### src/design/rcs_regs.vh
`ifndef RCS_REGS_VH
`define RCS_REGS_VH

// ----------------------------------------------------------------
// Timing
// ----------------------------------------------------------------
`define RCS_OSC_FREQ_MHZ     12
`define RCS_CLOCK_PERIOD_NS  4
`define RCS_SYSCLK_PER_MC    12
`define RCS_EXT_RESET_MC     2
`define RCS_WDT_PULSE_MC     3
`define RCS_SETTLE_CYCLES    2048
`define RCS_POR_HOLD_NS      1000
`define RCS_POR_RESP_NS      100

// ----------------------------------------------------------------
// Reset values of CPU registers, watchdog enable bit and watchdog maximum count
// ----------------------------------------------------------------
`define RCS_PORT_RESET       8'hFF
`define RCS_SP_RESET         8'h07
`define RCS_ZERO_RESET       8'h00
`define RCS_WDT_EN_BIT       1
`define RCS_WDT_CTRL_RESET   8'h02
`define RCS_WDT_MAX          8'hFF

`endif

### src/design/rcs_sequencer.v
`timescale 1ns/1ps
`include "rcs_regs.vh"

module rcs_sequencer #(
	parameter SETTLE_CYCLES = `RCS_SETTLE_CYCLES,
	parameter SYSCLK_PER_MC = `RCS_SYSCLK_PER_MC
) (
	input  wire       i_clock,
	input  wire       i_reset,
	input  wire       i_reset_pin,
	input  wire       i_supply_ok,
	input  wire       i_osc_input_pin,
	input  wire       i_power_down_req,
	input  wire       i_wdt_ctrl_we,
	input  wire [7:0] i_wdt_ctrl_wdata,
	input  wire       i_wdt_clear,
	output wire       o_internal_reset_signal,
	output wire       o_por_reset,
	output wire       o_wdt_reset,
	output wire       o_cpu_clock_en,
	output wire       o_sys_clock,
	output wire       o_osc_output_pin,
	output wire       o_osc_output_oe_n,
	output wire       o_osc_amp_en,
	output wire       o_power_down,
	output wire [7:0] o_port_reset_value,
	output wire [7:0] o_stack_pointer,
	output wire [7:0] o_busy_watchdog_control,
	output wire [7:0] o_watchdog_counter
);
	// ----------------------------------------------------------------
	// Derived counts
	// ----------------------------------------------------------------
	localparam HOLD_CYCLES = `RCS_POR_HOLD_NS / `RCS_CLOCK_PERIOD_NS;
	// Response is counted from the supply pin, so the synchroniser delay is taken off
	localparam SYNC_LAT    = 4;
	localparam RESP_CYCLES = `RCS_POR_RESP_NS / `RCS_CLOCK_PERIOD_NS - SYNC_LAT;
	localparam WDT_CYCLES  = `RCS_WDT_PULSE_MC * SYSCLK_PER_MC;

	localparam ST_RESET  = 2'b00;
	localparam ST_SETTLE = 2'b01;
	localparam ST_RUN    = 2'b10;

	// ----------------------------------------------------------------
	// Input synchronisers
	// ----------------------------------------------------------------
	wire pin_sync;
	wire supply_sync;
	wire osc_sync;

	rcs_sync #(.RESET_VALUE(1'b1)) u_pin_sync (
		.i_clock (i_clock),
		.i_reset (i_reset),
		.i_async (i_reset_pin),
		.o_sync  (pin_sync)
	);

	rcs_sync #(.RESET_VALUE(1'b0)) u_supply_sync (
		.i_clock (i_clock),
		.i_reset (i_reset),
		.i_async (i_supply_ok),
		.o_sync  (supply_sync)
	);

	rcs_sync #(.RESET_VALUE(1'b0)) u_osc_sync (
		.i_clock (i_clock),
		.i_reset (i_reset),
		.i_async (i_osc_input_pin),
		.o_sync  (osc_sync)
	);

	// ----------------------------------------------------------------
	// Power-on reset
	// ----------------------------------------------------------------
	reg        por_reg;
	reg [15:0] hold_cnt_reg;
	reg [15:0] resp_cnt_reg;

	always @(posedge i_clock or posedge i_reset) begin
		if (i_reset) begin
			por_reg      <= 1'b1;
			hold_cnt_reg <= 16'h0000;
			resp_cnt_reg <= 16'h0000;
		end else if (!supply_sync) begin
			hold_cnt_reg <= 16'h0000;
			if (por_reg || resp_cnt_reg >= RESP_CYCLES[15:0] - 16'h0001)
				por_reg <= 1'b1;
			else
				resp_cnt_reg <= resp_cnt_reg + 16'h0001;
		end else begin
			resp_cnt_reg <= 16'h0000;
			if (por_reg) begin
				if (hold_cnt_reg >= HOLD_CYCLES[15:0] - 16'h0001)
					por_reg <= 1'b0;
				else
					hold_cnt_reg <= hold_cnt_reg + 16'h0001;
			end
		end
	end

	// ----------------------------------------------------------------
	// Watchdog
	// ----------------------------------------------------------------
	reg  [7:0] wdt_ctrl_reg;
	reg  [7:0] wdt_cnt_reg;
	reg  [3:0] mc_cnt_reg;
	reg  [7:0] wdt_pulse_reg;
	wire       wdt_en  = wdt_ctrl_reg[`RCS_WDT_EN_BIT];
	wire       wdt_act = (wdt_pulse_reg != 8'h00);
	wire       int_rst;

	always @(posedge i_clock or posedge i_reset) begin
		if (i_reset) begin
			wdt_ctrl_reg  <= `RCS_WDT_CTRL_RESET;
			wdt_cnt_reg   <= `RCS_ZERO_RESET;
			mc_cnt_reg    <= 4'h0;
			wdt_pulse_reg <= 8'h00;
		end else begin
			if (wdt_act)
				wdt_pulse_reg <= wdt_pulse_reg - 8'h01;
			if (int_rst) begin
				wdt_ctrl_reg <= `RCS_WDT_CTRL_RESET;
				wdt_cnt_reg  <= `RCS_ZERO_RESET;
				mc_cnt_reg   <= 4'h0;
			end else begin
				if (i_wdt_ctrl_we)
					wdt_ctrl_reg <= i_wdt_ctrl_wdata;
				if (mc_cnt_reg == SYSCLK_PER_MC[3:0] - 4'h1)
					mc_cnt_reg <= 4'h0;
				else
					mc_cnt_reg <= mc_cnt_reg + 4'h1;
				if (i_wdt_clear || !wdt_en)
					wdt_cnt_reg <= `RCS_ZERO_RESET;
				else if (mc_cnt_reg == SYSCLK_PER_MC[3:0] - 4'h1) begin
					if (wdt_cnt_reg == `RCS_WDT_MAX) begin
						wdt_cnt_reg   <= `RCS_ZERO_RESET;
						wdt_pulse_reg <= WDT_CYCLES[7:0];
					end else
						wdt_cnt_reg <= wdt_cnt_reg + 8'h01;
				end
			end
		end
	end

	// ----------------------------------------------------------------
	// Reset combine and clock settling
	// ----------------------------------------------------------------
	assign int_rst = pin_sync || por_reg || wdt_act;

	reg  [1:0]  state_reg;
	reg  [1:0]  state_next;
	reg  [11:0] settle_reg;

	always @* begin
		case (state_reg)
			ST_RESET:  state_next = int_rst ? ST_RESET : ST_SETTLE;
			ST_SETTLE: begin
				if (int_rst)
					state_next = ST_RESET;
				else if (settle_reg == SETTLE_CYCLES[11:0] - 12'h001)
					state_next = ST_RUN;
				else
					state_next = ST_SETTLE;
			end
			ST_RUN:    state_next = int_rst ? ST_RESET : ST_RUN;
			default:   state_next = ST_RESET;
		endcase
	end

	// ----------------------------------------------------------------
	// Clock divider, settle counter and power-down
	// ----------------------------------------------------------------
	reg osc_prev_reg;
	reg div_reg;
	reg pd_reg;

	always @(posedge i_clock or posedge i_reset) begin
		if (i_reset) begin
			state_reg    <= ST_RESET;
			settle_reg   <= 12'h000;
			osc_prev_reg <= 1'b0;
			div_reg      <= 1'b0;
			pd_reg       <= 1'b0;
		end else begin
			state_reg    <= state_next;
			osc_prev_reg <= osc_sync;
			if (osc_sync && !osc_prev_reg && !pd_reg)
				div_reg <= ~div_reg;
			if (state_reg == ST_SETTLE && state_next == ST_SETTLE)
				settle_reg <= settle_reg + 12'h001;
			else
				settle_reg <= 12'h000;
			if (int_rst)
				pd_reg <= 1'b0;
			else if (i_power_down_req && !wdt_en && state_reg == ST_RUN)
				pd_reg <= 1'b1;
		end
	end

	assign o_internal_reset_signal = int_rst;
	assign o_por_reset             = por_reg;
	assign o_wdt_reset             = wdt_act;
	assign o_cpu_clock_en          = (state_reg == ST_RUN) && !pd_reg;
	assign o_sys_clock             = div_reg;
	assign o_osc_output_pin        = 1'b1;
	assign o_osc_output_oe_n       = ~pd_reg;
	assign o_osc_amp_en            = ~pd_reg;
	assign o_power_down            = pd_reg;
	// reset values for the CPU; RAM has no reset here
	assign o_port_reset_value      = `RCS_PORT_RESET;
	assign o_stack_pointer         = `RCS_SP_RESET;
	assign o_busy_watchdog_control = wdt_ctrl_reg;
	assign o_watchdog_counter      = wdt_cnt_reg;
endmodule

### src/design/rcs_sync.v
`timescale 1ns/1ps

// ----------------------------------------------------------------
// Three-stage input synchroniser, change taken when stages 2 and 3 agree
// ----------------------------------------------------------------
module rcs_sync #(
	parameter RESET_VALUE = 1'b0
) (
	input  wire i_clock,
	input  wire i_reset,
	input  wire i_async,
	output wire o_sync
);
	reg  [2:0] stage_reg;
	reg        level_reg;

	always @(posedge i_clock or posedge i_reset) begin
		if (i_reset) begin
			stage_reg <= {3{RESET_VALUE[0]}};
			level_reg <= RESET_VALUE[0];
		end else begin
			stage_reg <= {stage_reg[1:0], i_async};
			if (stage_reg[1] == stage_reg[2])
				level_reg <= stage_reg[2];
		end
	end

	assign o_sync = level_reg;
endmodule

### config.mk
export PLATFORM = sky130hd
export DESIGN_NAME = rcs_sequencer
export DESIGN_NICKNAME = d
export VERILOG_FILES = /design/src/design/rcs_sequencer.v /design/src/design/rcs_sync.v
export VERILOG_INCLUDE_DIRS = /design/src /design/src/design
export SDC_FILE = /design/constraint.sdc
export NUM_CORES = 1
export LEC_CHECK = 0
export BUFFER_PORTS_ARGS = -buffer_cell sky130_fd_sc_hd__buf_2
export CORE_MARGIN = 2
export CORE_UTILIZATION = 40
export DETAILED_ROUTE_END_ITERATION = 16
export RECOVER_POWER = 50
export SYNTH_ARGS = -nofsm -noshare
export SYNTH_HDL_FRONTEND = slang
export SYNTH_SLANG_ARGS = --single-unit
### constraint.sdc
create_clock -name i_clock -period 5.01 [get_ports i_clock]
set_input_delay 0.7515 -clock i_clock [delete_from_list [all_inputs] [get_ports i_clock]]
set_output_delay 0.7515 -clock i_clock [all_outputs]
set_load 0.01 [all_outputs]
* Word level (Yosys, flattened, before mapping) *
Cells that the tools add are included.

word-level totals
  register bits = 90
  bits in latches = 0
  bits in writable memories = 0
  ROM bits = 0
  output and inout port bits = 41
  word-level logic and storage cells = 90
  memories kept = 0

cells by class
  add/sub/neg operators = 6
  $mul = 0
  div/mod/pow operators = 0
  $lt $le $gt $ge = 2
  equality and inequality tests = 12
  shift operators = 0
  mux-type cells = 30
  bitwise operators = 2
  reductions and logical operators = 20

operators with widths
  cell                   count
  $mux 8                 11
  $mux 16                5
  $add 16x1->16 const B  2
  $ge 16x5->1 const B    1
  $ge 16x8->1 const B    1
  $add 12x1->12 const B  1
  $eq 12x11->1 const B   1
  $mux 12                1
  $add 8x1->8 const B    1
  $eq 8x8->1 const B     1
  $mux 4                 2
  $reduce_bool 8->1      1
  $sub 8x1->8 const B    1
  $mux 1                 7
  $logic_and 1x1->1      6
  $mux 2                 3
  $pmux 2 s3             1
  $reduce_bool 2->1      3
  $add 4x1->4 const B    1
  $eq 2x1->1 const B     2
  $eq 4x4->1 const B     1
  $logic_or 1x1->1       4
  $ne 2x2->1 const B     2
  $eq 1x1->1             3
  7 further kinds        10

* Logic depth before layout (Yosys ltp) *
  word-level depth = 7
  gate-level depth with buffers = 8
  depth with buffers taken out = 8

* By module *
From an unflattened synthesis, not the netlist that was laid out.

second synthesis, totals
  cells, all modules = 366
  area total of the unflattened synthesis = 3,990.1 sq um

modules (own cells, without submodules)
  module                      instances  cells each  area each (sq um)  sequential area each (sq um)
  rcs_sequencer               1          348         3,639.7            1,954.4
  rcs_sync at u_osc_sync ...  2          6           115.1              100.1
  rcs_sync at u_pin_sync      1          6           120.1              105.1

* Worst setup path after synthesis *
Ideal clock, no wire load.

  path type = register -> output
  from = reg wdt_pulse_reg[0]
  to = out o_wdt_reset
  data arrival time = 1.323 ns
  setup slack = 2.936 ns
  stages on the path, launching flop included = 7
  buffers on the path = 0
  cell sequence = dfrtp_1 inv_1 ha_1 and2b_1 nand2_1 nor3_2 inv_1

on the way
  longest elaborated chain between the ends = 1

RTL lines
  what                    line                 source
  start, declared         rcs_sequencer.v:107  reg [7:0] wdt_pulse_reg;
  start signal, assigned  rcs_sequencer.v:120  wdt_pulse_reg <= wdt_pulse_reg - 8'h01;
  start signal, assigned  rcs_sequencer.v:137  wdt_pulse_reg <= WDT_CYCLES[7:0];
  $reduce_bool 8->1       rcs_sequencer.v:109  wire wdt_act = (wdt_pulse_reg != 8'h00);
  end, declared           rcs_sequencer.v:19   output wire o_wdt_reset,

Every way passes these cells.

* Worst setup path in the final report *
Same ends and word-level chain as after synthesis.

==> metrics.txt <==
VDD IR max=about 160 µV; endpoints failing setup=0; Final Skew=0.01229 ns; failing checks=capacitance limit, slew limit; Die X=around 100 µm; CTS root buffer=clkbuf_8; final-report max-slew violation count=between 50 and 60; Slew headroom=-0.5407; Post-synth EDFFs=0; nets=433; Filler cells=960; DR WL/cell=around 13 µm; pin count of the biggest net entering global routing=53; Yosys warnings=0; slowest stage cell, crit path=nor3_2; vias in the first global route=between 2k and 3k; Leakage Power=1.974 nW; fin crit share=0.5797; Fin. Hold Viols=0; startpoint type of the worst setup path=register; Yosys reg bits=90; drt total wl=roughly 7000 µm; Clock Sinks=90; placed wire-length estimate=about 4800 µm; vias=around 2.6k; Resized cells post-CTS=0; number of diodes=0; Highest Clock Rate=344.3 MHz; Top-Level Pins=57; Min Clock Period, post-route=approximately 2.9 ns; site row count=36; Vias/cell=4.841; Mapped Area=~4000 µm²; CP max stage delay=~0.45 ns; ANT nets after route=0; CTS Hold Bufs=0; Fin Hold WS=around 0.36 ns; sequential fraction of the synthesis area=0.5584; WP data required=~4.3 ns; Worst setup EP type=output port; GR Overflow Total=0; All-Layer GR Usage=0.1375; kind of critical path=reg -> out; routability cong.=0.8077; Critical Path Fanout Max=7; H-tree depth=3; maximum buffer depth of the clock tree=2; RSZ-0062 raised after global routing=false; Area Overhead vs Synth=9.771%; commonest non-fill, non-tap cell in the layout=dfrtp_1; full die area=about 11000 µm²; TritonCTS buffer count=9; global-route wire length before repair=between 10000 and 15000 µm; initial antenna violation count=0; Initial Util=0.4121; DR pass1 iterations=6; share of cells above drive strength 1=0.1743; CP cell instances=inv_1 -> ha_1 -> and2b_1 -> nand2_1 -> nor3_2 -> inv_1 -> buf_2; postcts setup bufs=0; initial drt markers=55; port bufs=39; PD cells=322.5 nW/µm²; most frequent CP cell=inv_1; Main synth FF type=dfrtp_1; Worst Tran Pin Value=between 2 and 2.5 ns; commonest non-fill, non-tap cells in the layout=dfrtp_1 (84), buf_2 (33), nor2_1 (31); Synth Area per Inst=11.00 µm²; Max-Cap Viols=1; CTS tree=yes; Netlist cell types=slightly above 50; Mapped Cells=between 300 and 400; Core Region=between 9000 and 10000 µm²; drc violations=0; WP data arrival=2.15 ns; Fin Setup TNS=0 ns; clock latency on the worst-skew pair=between 0.3 and 0.4 ns; Hold WC Path Type=reg -> reg; asr flop ratio synth=1.000; Die Y=about 100 µm; clock-pin slew on the worst setup and hold paths=0.09 ns; status=finished, violations left
-- critical path, delay by kind of cell, from the launching register on --
family | cells | cell delay, ns
flops | 1 | 0.41
buf+inv | 3 | 0.47
simple gates | 3 | 0.72
fa+ha+maj | 1 | 0.20
-- per-stage QoR --
| step | instance area, µm² | std cells | utilization | power [mW] | setup slack, ns |
|---|---|---|---|---|---|
| after floorplan | 4103 | 383 | - | 0.9821 | 1.933 |
| after global placement | 4297 | 530 | 0.4376 | 1.017 | 2.635 |
| after detailed placement | 4297 | 530 | 0.4376 | 1.021 | 2.498 |
| after CTS | 4471 | 546 | 0.4553 | 1.468 | 2.094 |
| after global routing | 4442 | 546 | 0.4523 | 1.515 | 1.925 |
| final | 4442 | 546 | 0.4523 | 1.432 | 2.106 |
-- worst paths after layout --
| kind | cells past startpoint | slack [ns] | startpoint | endpoint |
|---|---|---|---|---|
| hold reg to reg | 0 | 0.36 | u_supply_sync.stage_reg[0] | u_supply_sync.stage_reg[1] |
| max in group asynchronous | 3 | 2.64 | i_reset | u_pin_sync.stage_reg[2] |
| setup / recovery | 7 | 2.11 | wdt_pulse_reg[0] | o_wdt_reset |
| hold / removal | 0 | 0.36 | u_supply_sync.stage_reg[0] | u_supply_sync.stage_reg[1] |
| setup reg to reg | 4 | 2.56 | wdt_pulse_reg[2] | settle_reg[11] |
| min in group asynchronous | 2 | 1.01 | i_reset | o_watchdog_counter[5] |
-- logic make-up (layout without fill, tap and decap cells) --
kind of cell | Yosys count | in the layout | synth area share
compound gates | 35 | 35 | 0.05257
xor+xnor | 22 | 22 | 0.04762
fa+ha+maj | 12 | 12 | 0.03525
buf+inv | 42 | 72 | 0.05937
flops | 90 | 90 | 0.5584
mux | 12 | 12 | 0.03061
other cells | 2 | 17 | 0.001856
simple gates | 153 | 153 | 0.2143
-- routing by layer --
metal  wire, µm  vias to the layer above  track usage  share of wire
met1       3405                     1293       0.1907           0.48
met3        293                        0      0.04803          0.042
met5          0                        -            0              0
met2       3344                       46       0.2082           0.47
met4          0                        0      0.03143              0
li1           -                     1304            -              -
-- cell usage after synthesis (2+ instances only) --
master    instances  area share
a21oi_1          16       0.020
and2_1            8       0.012
and3_1            5      0.0077
and4_1            2      0.0043
buf_1             2      0.0019
buf_4            18       0.033
buf_6             2      0.0056
clkbuf_1          5      0.0046
conb_1            2      0.0019
dfrtp_1          84        0.52
dfstp_2           6       0.039
ha_1              9       0.028
inv_1            15       0.014
maj3_1            3      0.0074
mux2_2            3      0.0083
mux2i_1           9       0.022
nand2_1          21       0.019
nand2b_1          4      0.0062
nand3_1          16       0.020
nand3b_1          3      0.0056
nand4_1           6      0.0093
nor2_1           31       0.029
nor2_2           10       0.015
nor2b_1          13       0.020
nor3_1            6      0.0074
nor3b_1           2      0.0037
nor4_1            8       0.012
o21ai_0           6      0.0074
o22ai_1           2      0.0031
o31ai_1           3      0.0056
or3_1             4      0.0062
or4_1             5      0.0093
xnor2_1          11       0.024
xor2_1           11       0.024
-- layout make-up --
| class | count | area (µm²) | area share |
|---|---|---|---|
| sequential | 90 | 2260 | 0.5087 |
| multi-input combinational | 251 | 1585 | 0.3569 |
| timing repair buffer | 41 | 198.9 | 0.04479 |
| tap | 133 | 166.4 | 0.03746 |
| clock buffer | 12 | 145.1 | 0.03268 |
| inverter | 15 | 57.56 | 0.01296 |
| clock inverter | 4 | 28.78 | 0.006479 |
-- where the power goes --
group | total (mW) | internal (mW) | switching (mW)
logic | 0.174 | 0.0735 | 0.100
registers | 0.819 | 0.777 | 0.0416
clock network | 0.440 | 0.194 | 0.245
total | 1.43 | 1.05 | 0.387
Power figures use the tool's default switching activity.
